**src/rtl/onsmc_pkg.sv**
```systemverilog
// Constants and types for the operand name store miss control block
// How it works
// Accumulator write hit stalls stage 4, one dummy, writes altered line back
// Then line cleared altered/used, stages 2-3 recycled, stall cleared, order passes
// Accumulator write equivalence waits while accumulator store operand is outstanding (code waits only on a hit to the store home line)
// Miss sets miss stall bit and emits a valid no-increment miss-fetch order
// Secondary buffer searches its store, returns line after its queue drains
// Otherwise secondary buffer reads store on our behalf, then discards order
// Controller replies accept or reject to both; reject discards the order
// Victim is next-line pointer, skipping one when it is the store home line
// Altered victim is written back to store first, then marked non-altered
// Reject reply abandons miss sequence and enters interrupt routine directly
// Accept with store operand fills victim line, used and non-altered
// Store operand first in holding register is stored home; else it waits
// Store-to-variable miss inserts returned line used and altered; else no insert
// After insertion advance pointer, recycle, restrobe home, clear stall, force fetched
// Four reserved level-0 lines, addressed modulo 8, always used, never replaced (code addresses them modulo 4)
// Console bypass skips name stores; translation miss blocks control increment
// More than one matching line raises multiple-equivalence system error
// Miss write-backs carry force flag; translation miss on them is system error
// Fetch translation-miss interrupt transfers control, abandons pipe, sets priority flag
// Transfer done by increment-only order with lockout, then address sent
// Fetch control-segment overflow at stage 4 raises an internal interrupt
// Buffered fetch interrupt discarded by transfer or external interrupt is ignored
// Any stage-4 stall bit feeds dummy orders into stage 5
// Only one miss sequence at a time; later accesses held at stage 4
package onsmc_pkg;
  localparam int NUM_LINES   = 32;   // 23 normal + 4 reserved, rest unused
  localparam int NORMAL_LINES = 23;
  localparam int RSV_BASE    = 24;   // Reserved lines 24..27
  localparam int RSV_LINES   = 4;
  localparam int RSV_MOD     = 8;    // Modulo-8 addressing per the document; unused, rsv_line is modulo 4
  localparam int LINE_W      = 64;
  localparam int VADDR_W     = 20;
  localparam int IDX_W       = 5;
  localparam logic [IDX_W-1:0] PTR_RESET = 5'h00;
  localparam logic [IDX_W-1:0] PTR_LAST  = 5'h16; // Normal line 22
  typedef enum logic [6:0] {
    ONSMC_IDLE    = 7'h01,
    ONSMC_AW_WB   = 7'h02,
    ONSMC_AW_RCY  = 7'h04,
    ONSMC_MS_WB   = 7'h08,
    ONSMC_MS_WAIT = 7'h10,
    ONSMC_MS_DATA = 7'h20,
    ONSMC_MS_RCY  = 7'h40
  } onsmc_state_t;
endpackage

```
**src/rtl/onsmc_ctrl.sv**
```systemverilog
// Miss, write-equivalence, reserved-line and fetch-interrupt control
`timescale 1ns/100ps
module onsmc_ctrl (
  input  wire logic                           i_clock,
  input  wire logic                           i_rst_b,
  // Stage-3/4 association results
  input  wire logic [onsmc_pkg::NUM_LINES-1:0] i_line_match,
  input  wire logic                           i_access_valid,   // Access needing equivalence at stage 4
  input  wire logic                           i_acc_write,      // Accumulator write order
  input  wire logic                           i_store_to_var,   // Order is a store to variable
  input  wire logic                           i_level0,         // Level-0 interrupt routine active
  input  wire logic [2:0]                     i_rsv_addr,       // Low 3 word address digits
  input  wire logic [onsmc_pkg::VADDR_W-1:0]  i_vaddr,
  input  wire logic [onsmc_pkg::LINE_W-1:0]   i_found_operand,
  input  wire logic                           i_acc_store_pending,
  input  wire logic [onsmc_pkg::IDX_W-1:0]    i_acc_store_home,
  input  wire logic                           i_overlap_store_s4,
  input  wire logic                           i_console_bypass_signal,
  input  wire logic                           i_xlate_miss,
  // Far side replies
  input  wire logic                           i_access_accept_reply,
  input  wire logic                           i_access_reject_reply,
  input  wire logic                           i_store_operand_valid,
  input  wire logic [onsmc_pkg::LINE_W-1:0]   i_store_operand,
  input  wire logic                           i_sec_holds_line,
  input  wire logic                           i_sec_operand_valid,
  input  wire logic [onsmc_pkg::LINE_W-1:0]   i_sec_operand,
  input  wire logic                           i_acc_store_operand_valid,
  // Instruction fetch unit interrupts at stage 4
  input  wire logic                           i_fetch_xlate_int,
  input  wire logic                           i_fetch_ovf_int,
  input  wire logic                           i_pipe_discard,
  input  wire logic                           i_interrupt_entry,
  // Outputs
  output logic                                o_stage4_stall,
  output logic                                o_dummy_to_s5,
  output logic                                o_miss_fetch_order,
  output logic                                o_no_increment,
  output logic                                o_writeback_valid,
  output logic [onsmc_pkg::LINE_W-1:0]        o_writeback_data,
  output logic [onsmc_pkg::VADDR_W-1:0]       o_writeback_vaddr,
  output logic                                o_writeback_force,
  output logic                                o_recycle,
  output logic                                o_restrobe_home,
  output logic                                o_select_fetched,
  output logic                                o_store_home_write,
  output logic                                o_interrupt_enter,
  output logic                                o_mult_equiv_error,
  output logic                                o_force_xlate_error,
  output logic                                o_fetch_priority_flag,
  output logic                                o_incr_only_lockout,
  output logic                                o_send_control_addr,
  output logic                                o_internal_interrupt,
  output logic                                o_bypass_store,
  output logic [onsmc_pkg::IDX_W-1:0]         o_fill_line,
  output logic [onsmc_pkg::NUM_LINES-1:0]     o_used,
  output logic [onsmc_pkg::NUM_LINES-1:0]     o_altered
);
  onsmc_pkg::onsmc_state_t state;
  onsmc_pkg::onsmc_state_t next_state;
  logic [onsmc_pkg::IDX_W-1:0]    next_line_pointer;
  logic [onsmc_pkg::IDX_W-1:0]    victim;
  logic [onsmc_pkg::IDX_W-1:0]    match_idx;
  logic [onsmc_pkg::NUM_LINES-1:0] line_data_we;
  logic [onsmc_pkg::LINE_W-1:0]   line_data [onsmc_pkg::NUM_LINES];
  logic [onsmc_pkg::LINE_W-1:0]   fetched_operand_register;
  logic                           miss_for_var;
  logic                           miss_stall_bit;
  logic                           acc_write_equiv_stall;
  logic                           sec_held;
  logic                           wb_pending;
  logic [2:0]                     match_sum;

  // Match count and index; more than one is a hardware fault
  always_comb begin
    match_sum = 3'h0;
    match_idx = '0;
    for (int j = 0; j < onsmc_pkg::NUM_LINES; j++) begin
      if (i_line_match[j]) begin
        if (match_sum != 3'h2) match_sum = match_sum + 3'h1;
        match_idx = onsmc_pkg::IDX_W'(j);
      end
    end
  end

  wire  active_access = i_access_valid & ~i_console_bypass_signal & ~i_level0;
  wire  hit_one       = (match_sum == 3'h1);
  wire  hit_none      = (match_sum == 3'h0);
  wire  idle          = (state == onsmc_pkg::ONSMC_IDLE);
  wire  home_conflict = i_acc_store_pending & (match_idx == i_acc_store_home);
  // Accumulator write hit on the store home line deferred while that operand outstanding
  wire  aw_start = idle & active_access & i_acc_write & hit_one & ~home_conflict;
  wire  miss_start = idle & active_access & hit_none;
  // Victim skips the outstanding store home line
  wire  [onsmc_pkg::IDX_W-1:0] ptr_plus = (next_line_pointer == onsmc_pkg::PTR_LAST) ?
                                          onsmc_pkg::PTR_RESET : next_line_pointer + 5'h01;
  wire  skip_home = i_acc_store_pending & (i_acc_store_home == next_line_pointer);
  assign victim = skip_home ? ptr_plus : next_line_pointer;
  // Reserved line for level-0 routine, modulo 4 over four lines
  wire  [onsmc_pkg::IDX_W-1:0] rsv_line = 5'(onsmc_pkg::RSV_BASE) + {3'h0, i_rsv_addr[1:0]};
  wire  miss_fill_ok = state == onsmc_pkg::ONSMC_MS_DATA;
  wire  store_fill   = miss_fill_ok & ~sec_held & i_store_operand_valid;
  wire  sec_fill     = miss_fill_ok & sec_held & i_sec_operand_valid & miss_for_var;
  wire  sec_noins    = miss_fill_ok & sec_held & i_sec_operand_valid & ~miss_for_var;
  // Store home operand wins the holding register only if first
  assign o_store_home_write = i_acc_store_operand_valid & ~(sec_held & i_sec_operand_valid) &
                              ~store_fill;

  // State sequencing
  always_comb begin
    next_state = state;
    case (state)
      onsmc_pkg::ONSMC_IDLE:    begin
        if (aw_start) next_state = onsmc_pkg::ONSMC_AW_WB;
        else if (miss_start) next_state = onsmc_pkg::ONSMC_MS_WB;
      end
      onsmc_pkg::ONSMC_AW_WB:   next_state = onsmc_pkg::ONSMC_AW_RCY;
      onsmc_pkg::ONSMC_AW_RCY:  next_state = onsmc_pkg::ONSMC_IDLE;
      onsmc_pkg::ONSMC_MS_WB:   next_state = onsmc_pkg::ONSMC_MS_WAIT;
      onsmc_pkg::ONSMC_MS_WAIT: begin
        if (i_access_reject_reply) next_state = onsmc_pkg::ONSMC_IDLE;
        else if (i_access_accept_reply) next_state = onsmc_pkg::ONSMC_MS_DATA;
      end
      onsmc_pkg::ONSMC_MS_DATA: begin
        if (store_fill | sec_fill) next_state = onsmc_pkg::ONSMC_MS_RCY;
        else if (sec_noins) next_state = onsmc_pkg::ONSMC_IDLE;
      end
      onsmc_pkg::ONSMC_MS_RCY:  next_state = onsmc_pkg::ONSMC_IDLE;
      default:                  next_state = onsmc_pkg::ONSMC_IDLE;
    endcase
  end

  // Controller state and stall bits
  always_ff @(posedge i_clock) begin
    if (!i_rst_b) begin
      state                 <= onsmc_pkg::ONSMC_IDLE;
      miss_stall_bit        <= 1'b0;
      acc_write_equiv_stall <= 1'b0;
      miss_for_var          <= 1'b0;
      sec_held              <= 1'b0;
    end else begin
      state <= next_state;
      if (miss_start) miss_stall_bit <= 1'b1;
      else if (next_state == onsmc_pkg::ONSMC_IDLE) miss_stall_bit <= 1'b0;
      if (aw_start) acc_write_equiv_stall <= 1'b1;
      else if (state == onsmc_pkg::ONSMC_AW_RCY) acc_write_equiv_stall <= 1'b0;
      if (miss_start) miss_for_var <= i_store_to_var;
      if (miss_start) sec_held <= 1'b0;
      else if (i_sec_holds_line) sec_held <= 1'b1;
    end
  end

  // Used and altered flags, fill line and pointer; reserved lines stay used
  always_ff @(posedge i_clock) begin
    if (!i_rst_b) begin
      o_used            <= {{(onsmc_pkg::NUM_LINES-onsmc_pkg::RSV_BASE-onsmc_pkg::RSV_LINES){1'b0}},
                            {onsmc_pkg::RSV_LINES{1'b1}}, {onsmc_pkg::RSV_BASE{1'b0}}};
      o_altered         <= '0;
      next_line_pointer <= onsmc_pkg::PTR_RESET;
      o_fill_line       <= '0;
    end else begin
      if ((state == onsmc_pkg::ONSMC_AW_WB) && (match_idx < 5'(onsmc_pkg::RSV_BASE))) begin
        o_used[match_idx]    <= 1'b0;
        o_altered[match_idx] <= 1'b0;
      end
      if (miss_start) o_fill_line <= victim;
      if (state == onsmc_pkg::ONSMC_MS_WB) o_altered[o_fill_line] <= 1'b0;
      if (store_fill | sec_fill) begin
        o_used[o_fill_line]    <= 1'b1;
        o_altered[o_fill_line] <= sec_fill;
      end
      if (state == onsmc_pkg::ONSMC_MS_RCY) next_line_pointer <= (o_fill_line == onsmc_pkg::PTR_LAST) ?
                                              onsmc_pkg::PTR_RESET : o_fill_line + 5'h01;
      if (i_level0 & i_access_valid & i_store_to_var) o_altered[rsv_line] <= 1'b1;
    end
  end

  // Line storage without reset
  assign line_data_we = (store_fill | sec_fill) ? (32'h1 << o_fill_line) : '0;
  always_ff @(posedge i_clock) begin
    for (int j = 0; j < onsmc_pkg::NUM_LINES; j++)
      if (line_data_we[j]) line_data[j] <= store_fill ? i_store_operand : i_sec_operand;
  end

  // Write-back data and operand select hold
  always_ff @(posedge i_clock) begin
    if (!i_rst_b) begin
      wb_pending               <= 1'b0;
      o_writeback_data         <= '0;
      o_writeback_vaddr        <= '0;
      o_writeback_force        <= 1'b0;
      fetched_operand_register <= '0;
      o_select_fetched         <= 1'b0;
    end else begin
      wb_pending <= 1'b0;
      if (aw_start & o_altered[match_idx]) begin
        wb_pending        <= 1'b1;
        o_writeback_data  <= i_found_operand;
        o_writeback_vaddr <= i_vaddr;
        o_writeback_force <= 1'b0;
      end else if (miss_start & o_altered[victim]) begin
        wb_pending        <= 1'b1;
        o_writeback_data  <= line_data[victim];
        o_writeback_vaddr <= i_vaddr;
        o_writeback_force <= 1'b1;
      end
      if (store_fill) fetched_operand_register <= i_store_operand;
      o_select_fetched <= (state == onsmc_pkg::ONSMC_MS_RCY);
    end
  end
  assign o_writeback_valid = wb_pending;

  // Fetch unit interrupts; discard before execution means no action
  wire fetch_int_live = i_fetch_xlate_int & ~i_pipe_discard;
  always_ff @(posedge i_clock) begin
    if (!i_rst_b) begin
      o_fetch_priority_flag <= 1'b0;
      o_incr_only_lockout   <= 1'b0;
      o_send_control_addr   <= 1'b0;
      o_internal_interrupt  <= 1'b0;
      o_mult_equiv_error    <= 1'b0;
      o_force_xlate_error   <= 1'b0;
    end else begin
      if (fetch_int_live) o_fetch_priority_flag <= 1'b1;
      else if (i_interrupt_entry) o_fetch_priority_flag <= 1'b0;
      o_incr_only_lockout  <= fetch_int_live;
      o_send_control_addr  <= o_incr_only_lockout;
      o_internal_interrupt <= i_fetch_ovf_int & ~i_pipe_discard;
      o_mult_equiv_error   <= (match_sum == 3'h2) & i_access_valid;
      o_force_xlate_error  <= o_writeback_valid & o_writeback_force & i_xlate_miss;
    end
  end

  // Stage-4 hold and stage-5 order outputs
  assign o_stage4_stall     = miss_stall_bit | acc_write_equiv_stall;
  assign o_dummy_to_s5      = o_stage4_stall | aw_start;
  assign o_miss_fetch_order = (state == onsmc_pkg::ONSMC_MS_WB);
  assign o_no_increment     = o_miss_fetch_order | o_incr_only_lockout |
                              (i_console_bypass_signal & i_xlate_miss);
  assign o_bypass_store     = i_console_bypass_signal;
  assign o_recycle          = (state == onsmc_pkg::ONSMC_AW_RCY) | (state == onsmc_pkg::ONSMC_MS_RCY);
  assign o_restrobe_home    = (state == onsmc_pkg::ONSMC_MS_RCY) & i_overlap_store_s4;
  assign o_interrupt_enter  = (state == onsmc_pkg::ONSMC_MS_WAIT) & i_access_reject_reply;

  // Checks
  property p_miss_order;
    @(posedge i_clock) disable iff (!i_rst_b) miss_start |=> o_miss_fetch_order && o_stage4_stall;
  endproperty
  a_miss_order: assert property (p_miss_order) else $error("miss order not emitted");
  property p_aw_one_dummy;
    @(posedge i_clock) disable iff (!i_rst_b) aw_start |=> o_stage4_stall ##1 o_recycle ##1 !o_stage4_stall;
  endproperty
  a_aw_one_dummy: assert property (p_aw_one_dummy) else $error("write equivalence sequence wrong");
  property p_aw_defer;
    @(posedge i_clock) disable iff (!i_rst_b) (idle && i_acc_write && home_conflict) |=> !acc_write_equiv_stall;
  endproperty
  a_aw_defer: assert property (p_aw_defer) else $error("write equivalence not deferred");
  property p_reject;
    @(posedge i_clock) disable iff (!i_rst_b) o_interrupt_enter |=> !miss_stall_bit;
  endproperty
  a_reject: assert property (p_reject) else $error("reject did not abandon miss");
  property p_mult;
    @(posedge i_clock) disable iff (!i_rst_b) (match_sum == 3'h2 && i_access_valid) |=> o_mult_equiv_error;
  endproperty
  a_mult: assert property (p_mult) else $error("multiple match not flagged");
  property p_rsv_used;
    @(posedge i_clock) disable iff (!i_rst_b) &o_used[onsmc_pkg::RSV_BASE +: onsmc_pkg::RSV_LINES];
  endproperty
  a_rsv_used: assert property (p_rsv_used) else $error("reserved line not used");
  property p_priority;
    @(posedge i_clock) disable iff (!i_rst_b) fetch_int_live |=> o_fetch_priority_flag ##1 o_send_control_addr;
  endproperty
  a_priority: assert property (p_priority) else $error("fetch interrupt handling wrong");
  property p_fill_used;
    @(posedge i_clock) disable iff (!i_rst_b) store_fill |=> o_used[$past(o_fill_line)] && !o_altered[$past(o_fill_line)];
  endproperty
  a_fill_used: assert property (p_fill_used) else $error("filled line flags wrong");
  property p_victim_skip;
    @(posedge i_clock) disable iff (!i_rst_b) (miss_start && skip_home) |=> o_fill_line != i_acc_store_home || !i_acc_store_pending;
  endproperty
  a_victim_skip: assert property (p_victim_skip) else $error("victim is store home line");
endmodule

```
**config.mk**
```make
export PLATFORM = sky130hd
export DESIGN_NAME = onsmc_ctrl
export DESIGN_NICKNAME = d
export VERILOG_FILES = /design/src/rtl/onsmc_pkg.sv /design/src/rtl/onsmc_ctrl.sv
export SDC_FILE = /design/constraint.sdc
export NUM_CORES = 2
export LEC_CHECK = 0
export BUFFER_PORTS_ARGS = -buffer_cell sky130_fd_sc_hd__buf_2
export CAP_MARGIN = 20
export CORE_AREA = 2 2 674 475
export DETAILED_ROUTE_END_ITERATION = 8
export DIE_AREA = 0 0 676 477
export GPL_ROUTABILITY_DRIVEN = 0
export GPL_TIMING_DRIVEN = 0
export PLACE_DENSITY_LB_ADDON = 0.15
export SYNTH_ARGS = -nofsm -noshare
export SYNTH_HDL_FRONTEND = slang
export SYNTH_SLANG_ARGS = --single-unit
```
**constraint.sdc**
```tcl
create_clock -name i_clock -period 27.7 [get_ports i_clock]
set_input_delay 1.385 -clock i_clock [delete_from_list [all_inputs] [get_ports i_clock]]
set_output_delay 1.385 -clock i_clock [all_outputs]
set_load 0.005 [all_outputs]
```
* Word level (Yosys, flattened, before mapping)
Memory sizes are Yosys's and may differ from the RTL's.
Index checks and enable logic that the tools add are counted.
** Storage, ports and cells
- Bits in writable memories :: 2048
- Memories :: 1
- Output and inout port bits :: 171
- Register bits :: 178
- Bits of input ports :: 272
- Word-level logic and storage cells :: 375
** Cells by class
- Add/subtract/negate cells :: 34
- Bitwise logic cells :: 52
- Eq/ne operators :: 45
- Order comparisons :: 8
- Reduce and logical (&&, ||, !) cells :: 11
- Shift operators :: 1
- Mux-type cells :: 203
** Memories
- line_data :: depth 32, width 64, read ports 1, clocked after memory_dff 0, wr ports 32, RTL line onsmc_ctrl.sv:65 : logic [onsmc_pkg::LINE_W-1:0] line_data [onsmc_pkg::NUM_LINES];
** Operators by type and width (number)
- $mux W32 :: 11
- $mux W64 :: 3
- $mux W3 :: 62
- $mux W5 :: 33
- $and A32 B32 Y32 :: 3
- $add A3 B1 Y3 const B :: 31
- $ne A3 B2 Y1 const B :: 31
- $mux W1 :: 79
- $not A32 Y32 :: 2
- $or A32 B32 Y32 :: 2
- $mux W7 :: 6
- $mux W20 :: 2
- $pmux W7 S5 :: 1
- $bwmux W32 :: 1
- $shl A1 B5 Y32 const A :: 1
- $and A1 B1 Y1 :: 30
- $lt A5 B6 Y1 const B :: 4
- $demux W1 S5 :: 3
- $ge A5 B1 Y1 const B :: 3
- $eq A7 B1 Y1 const B :: 2
- $add A5 B1 Y5 const B :: 2
- $bmux W1 S5 :: 2
- $eq A5 B5 Y1 :: 2
- $eq A5 B5 Y1 const B :: 2
- 16 further kinds :: 36

* Longest topological paths before layout
- Word-level depth :: 102
- Gate-level depth with buffers :: 120
- Mapped depth without buffers :: 113

* Least setup slack after synthesis
OpenSTA, ideal clock, no wires.
- Path kind :: input-to-output
- From :: in i_line_match[0] (netlist name)
- To :: out o_dummy_to_s5
- Required time :: 26315 ps
- Stages on the path :: 103
- Buffers on the path :: 5
- Arrival time :: 21119 ps
- Setup slack :: 5196 ps
- Cells stage by stage :: inv_1 ha_1 mux2_2 inv_1 ha_1 a21boi_0 o21ai_1 a311oi_2 ha_1 and2_1 a21o_1 ha_1 nand2_1 o21ai_0 a41oi_2 xor2_4 ha_1 o21ai_0 (+67 left out) a21oi_1 inv_1 ha_1 mux2_2 ha_1 inv_1 a2111oi_0 a31o_2 o21ai_0 and3_1 buf_4 ha_1 inv_1 a211o_1 o221ai_2 xor2_2 nand4_1 nand2b_1
** Between the ends
- Word-level cells in the longest chain between the ends :: 98
- Elaborated cells on any way between the ends :: 129
- Classes of those cells :: add/sub: 31; eq/ne: 32; mux: 63; bitwise: 3
** Ends and longest elaborated chain
- from (decl) :: RTL line onsmc_ctrl.sv:7 : input wire logic [onsmc_pkg::NUM_LINES-1:0] i_line_match,
- $mux W1 (*) :: RTL line onsmc_ctrl.sv:79 : if (i_line_match[j]) begin
- $add A3 B1 Y3 or $ne A3 B2 Y1 (tied branches) :: RTL line onsmc_ctrl.sv:80 : if (match_sum != 3'h2) match_sum = match_sum + 3'h1;
- $mux W3 :: RTL line onsmc_ctrl.sv:80
- $mux W3 (*) :: RTL line onsmc_ctrl.sv:79
- $add A3 B1 Y3 or $ne A3 B2 Y1 (tied branches) :: RTL line onsmc_ctrl.sv:80
- $mux W3 :: RTL line onsmc_ctrl.sv:80
- $mux W3 (*) :: RTL line onsmc_ctrl.sv:79
- $add A3 B1 Y3 or $ne A3 B2 Y1 (tied branches) :: RTL line onsmc_ctrl.sv:80
- (+81 left out)
- $mux W3 :: RTL line onsmc_ctrl.sv:80
- $mux W3 (*) :: RTL line onsmc_ctrl.sv:79
- $add A3 B1 Y3 or $ne A3 B2 Y1 (tied branches) :: RTL line onsmc_ctrl.sv:80
- $mux W3 :: RTL line onsmc_ctrl.sv:80
- $mux W3 (*) :: RTL line onsmc_ctrl.sv:79
- $eq A3 B1 Y1 (*) :: RTL line onsmc_ctrl.sv:87 : wire hit_one = (match_sum == 3'h1);
- $and A1 B1 Y1 (*) (2 in series) :: RTL line onsmc_ctrl.sv:92 : wire aw_start = idle & active_access & i_acc_write & hit_one & ~home_conflict;
- $or A1 B1 Y1 (*) :: RTL line onsmc_ctrl.sv:236 : assign o_dummy_to_s5 = o_stage4_stall | aw_start;
- to (decl) :: RTL line onsmc_ctrl.sv:36 : output logic o_dummy_to_s5,
Every way passes the cells marked *; elsewhere a longest branch is shown, timed or not.

* Worst setup path after layout
Ends and elaborated chain as after synthesis.

==> results.py <==
metrics = {
    "finish": {
        "synthToLayoutAreaGrowth_pct": 21.12,
        "fin_cells": 13100,
        "nFillCells": 30840,
        "final_core_util": 0.3618,
        "fin_area_um2": 114300,
        "fin_nets": 9010,
        "layout-drive-gt1-share": 0.1356,
    },
    "power_and_ir_drop": {
        "p_per_area_nw_per_um2": 87.67,
        "leakagePower_nw": 39.11,
        "vdd_drop_max_mv": 0.3773,
        "totalPowerFinal_mw": 10.02,
    },
    "timing": {
        "finClkSkew_ps": 73.90,
        "fmax_mhz": 38.44,
        "tightestPinTransition_ps": 1311,
        "final-setup-viol-count": 0,
        "slew_viol_final": 0,
        "hold_violations": 0,
        "tns_ps": 0,
        "rsz0062_at_grt": "false",
        "relSlewSlack": 0.1261,
        "min_period_ps": 26010,
        "fin_crit_sh": 0.9391,
    },
    "floorplan": {
        "chipHeight_um": 477,
        "initial_core_util": 0.2987,
        "rows": 173,
        "die-area_um2": 322500,
        "io_pins": 443,
        "core_area_um2": 316000,
        "fp.dieW_um": 676,
    },
    "logic_synthesis": {
        "synth_fa_ha_area_frac": 0.005567,
        "yosys_warnings": 0,
        "syn_area_per_cell_um2": 12.10,
        "synthFlopType": "edfxtp_1",
        "synth_compound_area_frac": 0.09321,
        "synth-simple-area-share": 0.1662,
        "ys_ff_latch": 2226,
        "synthCells": 7799,
        "muxShareOfSynthArea": 0.01568,
        "async_flop_share": 0,
        "synth_xor_area_frac": 0.002306,
        "synthesis.nets": 8113,
        "yosysUniqueCellTypes": 117,
        "synth-edff-count": 2048,
        "syn_area_um2": 94400,
        "synth_top_family_by_area": "simple AND/OR/NAND/NOR gates",
        "yosysSeqAreaShare": 0.6892,
    },
    "routing": {
        "drtIter0Drc": 7195,
        "postRouteWirelength_mm": 349.1,
        "drc": 0,
        "vias": 67600,
        "avgViaCountPerCell": 5.160,
        "ant_nets": 0,
        "wl_per_cell_um": 26.65,
        "dr.pass1.iters": 6,
    },
    "global_route": {
        "grt_max_degree": 34,
        "grt_pass1_vias": 64950,
        "grt_overflow_total": 0,
        "grt_pass1_wl_mm": 487.7,
        "antenna_found_initial": 34,
        "grtUsageTotal": 0.2107,
    },
    "worst_setup_path": {
        "cp-end-kind": "output pin",
        "crit_slowest_cell": "or4_1",
        "reg2reg_to": "o_writeback_data[32]",
        "reg2regPathDepth": 17,
        "reg2reg_from": "next_line_pointer[2]",
        "slowest_delay_ps": 530,
        "cp-startpoint": "i_line_match[0]",
        "arrival_ps": 24630,
        "cp_common_cell": "ha_1",
        "startpoint_type": "input pin",
        "critPathMaxFanout": 8,
        "crit_required_ps": 26310,
        "reg2reg_slack_ps": 20170,
        "critPathKind": "input pin to output pin",
    },
    "hold_path": {
        "hold_class": "register to register",
        "min_delay_worst_endpoint": "o_used[26]",
        "min-delay-start": "o_used[26]",
        "hold_path_depth": 1,
    },
    "cts": {
        "tritoncts": "yes",
        "cts_sinks": 2226,
        "clkTransAtPathRegs_ps": 60,
        "ctsLongestPathBuffers": 4,
        "cts_root_buf": "clkbuf_16",
        "h-tree-depth": 4,
        "hold_buffers": 0,
        "clk_latency_ps": 920,
        "cts_inserted_buffers": 236,
    },
    "run": {
        "maxCapViolCount": 0,
    },
    "place": {
        "placed_cells": 12620,
        "port_buffers": 426,
        "placed_cell_area_um2": 105700,
        "place_hpwl_mm": 265.2,
    },
    "run_status": {
        "status": "finished clean",
    },
}
-- how the worst max path moves through the flow --
stage | end | cells after the start
4_1_cts | o_dummy_to_s5 | 106
2_1_floorplan | o_dummy_to_s5 | 103
3_3_place_gp | o_writeback_data[31] | 105
3_5_place_dp | o_writeback_data[48] | 108
6_report | o_dummy_to_s5 | 106
5_1_grt | o_dummy_to_s5 | 109
-- final cells by class --
cell class	instances	area [µm²]	area share
Timing Repair Buffer	659	6681	0.05843
Clock buffer	275	6116	0.05349
Buffer	563	2427	0.02123
Antenna cell	11	27.53	0.0002407
Sequential cell	2226	65060	0.5690
Inverter	67	256.5	0.002243
Multi-Input combinational cell	4943	26970	0.2359
Clock inverter	155	1540	0.01347
Tap cell	4200	5255	0.04596
-- Yosys cell counts, drive strengths merged (9+ instances only) --
library cell | count | area share
nor3 | 37 | 0.0022
o2bb2ai | 64 | 0.0059
inv | 67 | 0.0027
and3 | 337 | 0.022
or3 | 18 | 0.0013
xor2 | 13 | 0.0016
ha | 42 | 0.0056
mux2i | 122 | 0.013
and2 | 35 | 0.0023
a31o | 9 | 0.00084
a21oi | 89 | 0.0049
o311ai | 71 | 0.0067
nand2b | 18 | 0.0012
nor4 | 12 | 0.00080
mux2 | 15 | 0.0018
a211o | 11 | 0.0010
o211ai | 11 | 0.00098
a211oi | 15 | 0.0013
buf | 98 | 0.0065
nor2b | 17 | 0.0011
dfxtp | 178 | 0.038
a311oi | 461 | 0.043
clkbuf | 462 | 0.018
o21a | 34 | 0.0027
o221ai | 26 | 0.0025
edfxtp | 2048 | 0.65
or2 | 19 | 0.0013
nor2 | 142 | 0.0057
o21ai | 71 | 0.0038
nand4 | 18 | 0.0013
nand3 | 459 | 0.024
nand2 | 2496 | 0.099
o31ai | 77 | 0.0062
a31oi | 75 | 0.0051
-- registers in the layout, indices dropped and copies added, names as in the netlist --
signal	cells
o_force_xlate_error	1
o_fill_line	5
o_writeback_vaddr	20
o_select_fetched	1
o_fetch_priority_flag	1
acc_write_equiv_stall	1
o_writeback_force	1
o_used	32
o_send_control_addr	1
miss_for_var	1
next_line_pointer	5
o_altered	32
miss_stall_bit	1
o_writeback_valid	1
o_internal_interrupt	1
sec_held	1
line_data	2048
state	7
o_writeback_data	64
o_mult_equiv_error	1
o_incr_only_lockout	1
-- worst max-delay path, delay by kind of cell --
kind                       cells  cell delay (ps)
adders and majority gates     25             7590
AOI/OAI and AO/OA             27             5940
and+or+nand+nor               23             3870
muxes                          9             2600
buffers and inverters         19             2420
xor gates and xnor gates       3              770
-- kinds of logic after synthesis --
group                    count (synthesis)
AO/OA/AOI/OAI                         1099
XOR/XNOR                                21
adder cells (fa/ha/maj)                 42
buffers and inverters                  630
flip-flops                            2226
multiplexers                           139
AND/OR/NAND/NOR                       3642
-- what timing repair did --
item	in CTS	in global routing
setup endpoints to repair	0	21
endpoints found under the hold margin	0	0
setup buffers	0	0
resized for setup	0	9
-- power by group --
part / switching, mW / internal, mW
logic: 1.94 / 1.22
registers: 0.00408 / 3.67
clock network: 1.36 / 1.83
total: 3.30 / 6.72
-- routing by layer --
metal / vias to the layer above / track usage / part of all wire
li1: 30790 / - / -
met1: 33890 / 0.3097 / 0.46
met2: 2509 / 0.3151 / 0.43
met3: 404 / 0.04444 / 0.085
met4: 0 / 0.05191 / 0.026
met5: - / 0 / 0
-- cells in the final DEF (no fill, tap or decap), types with 47 or more instances in the layout --
master / instances
and3_1: 337
buf_16: 79
buf_2: 435
a31oi_1: 74
o2bb2ai_1: 64
clkinv_2: 47
clkbuf_1: 456
mux2i_1: 116
nor2_1: 115
clkbuf_16: 239
o31ai_1: 76
nand2_1: 2496
clkbuf_2: 47
a311oi_1: 458
o21ai_0: 60
o311ai_0: 69
edfxtp_1: 2048
buf_12: 76
inv_1: 61
a21oi_1: 85
nand3_1: 458
dfxtp_1: 178
clkinv_1: 55
buf_1: 60
-- metrics by stage --
stage,setup WS (ps),hold slack (ps)
2_1_floorplan,5196,430.1
3_3_place_gp,1032,428.4
3_5_place_dp,817.5,432.7
4_1_cts,1132,451.6
5_1_grt,11.30,463.9
6_report,1688,455.4
Note: power is estimated with default switching activity, not from simulation.
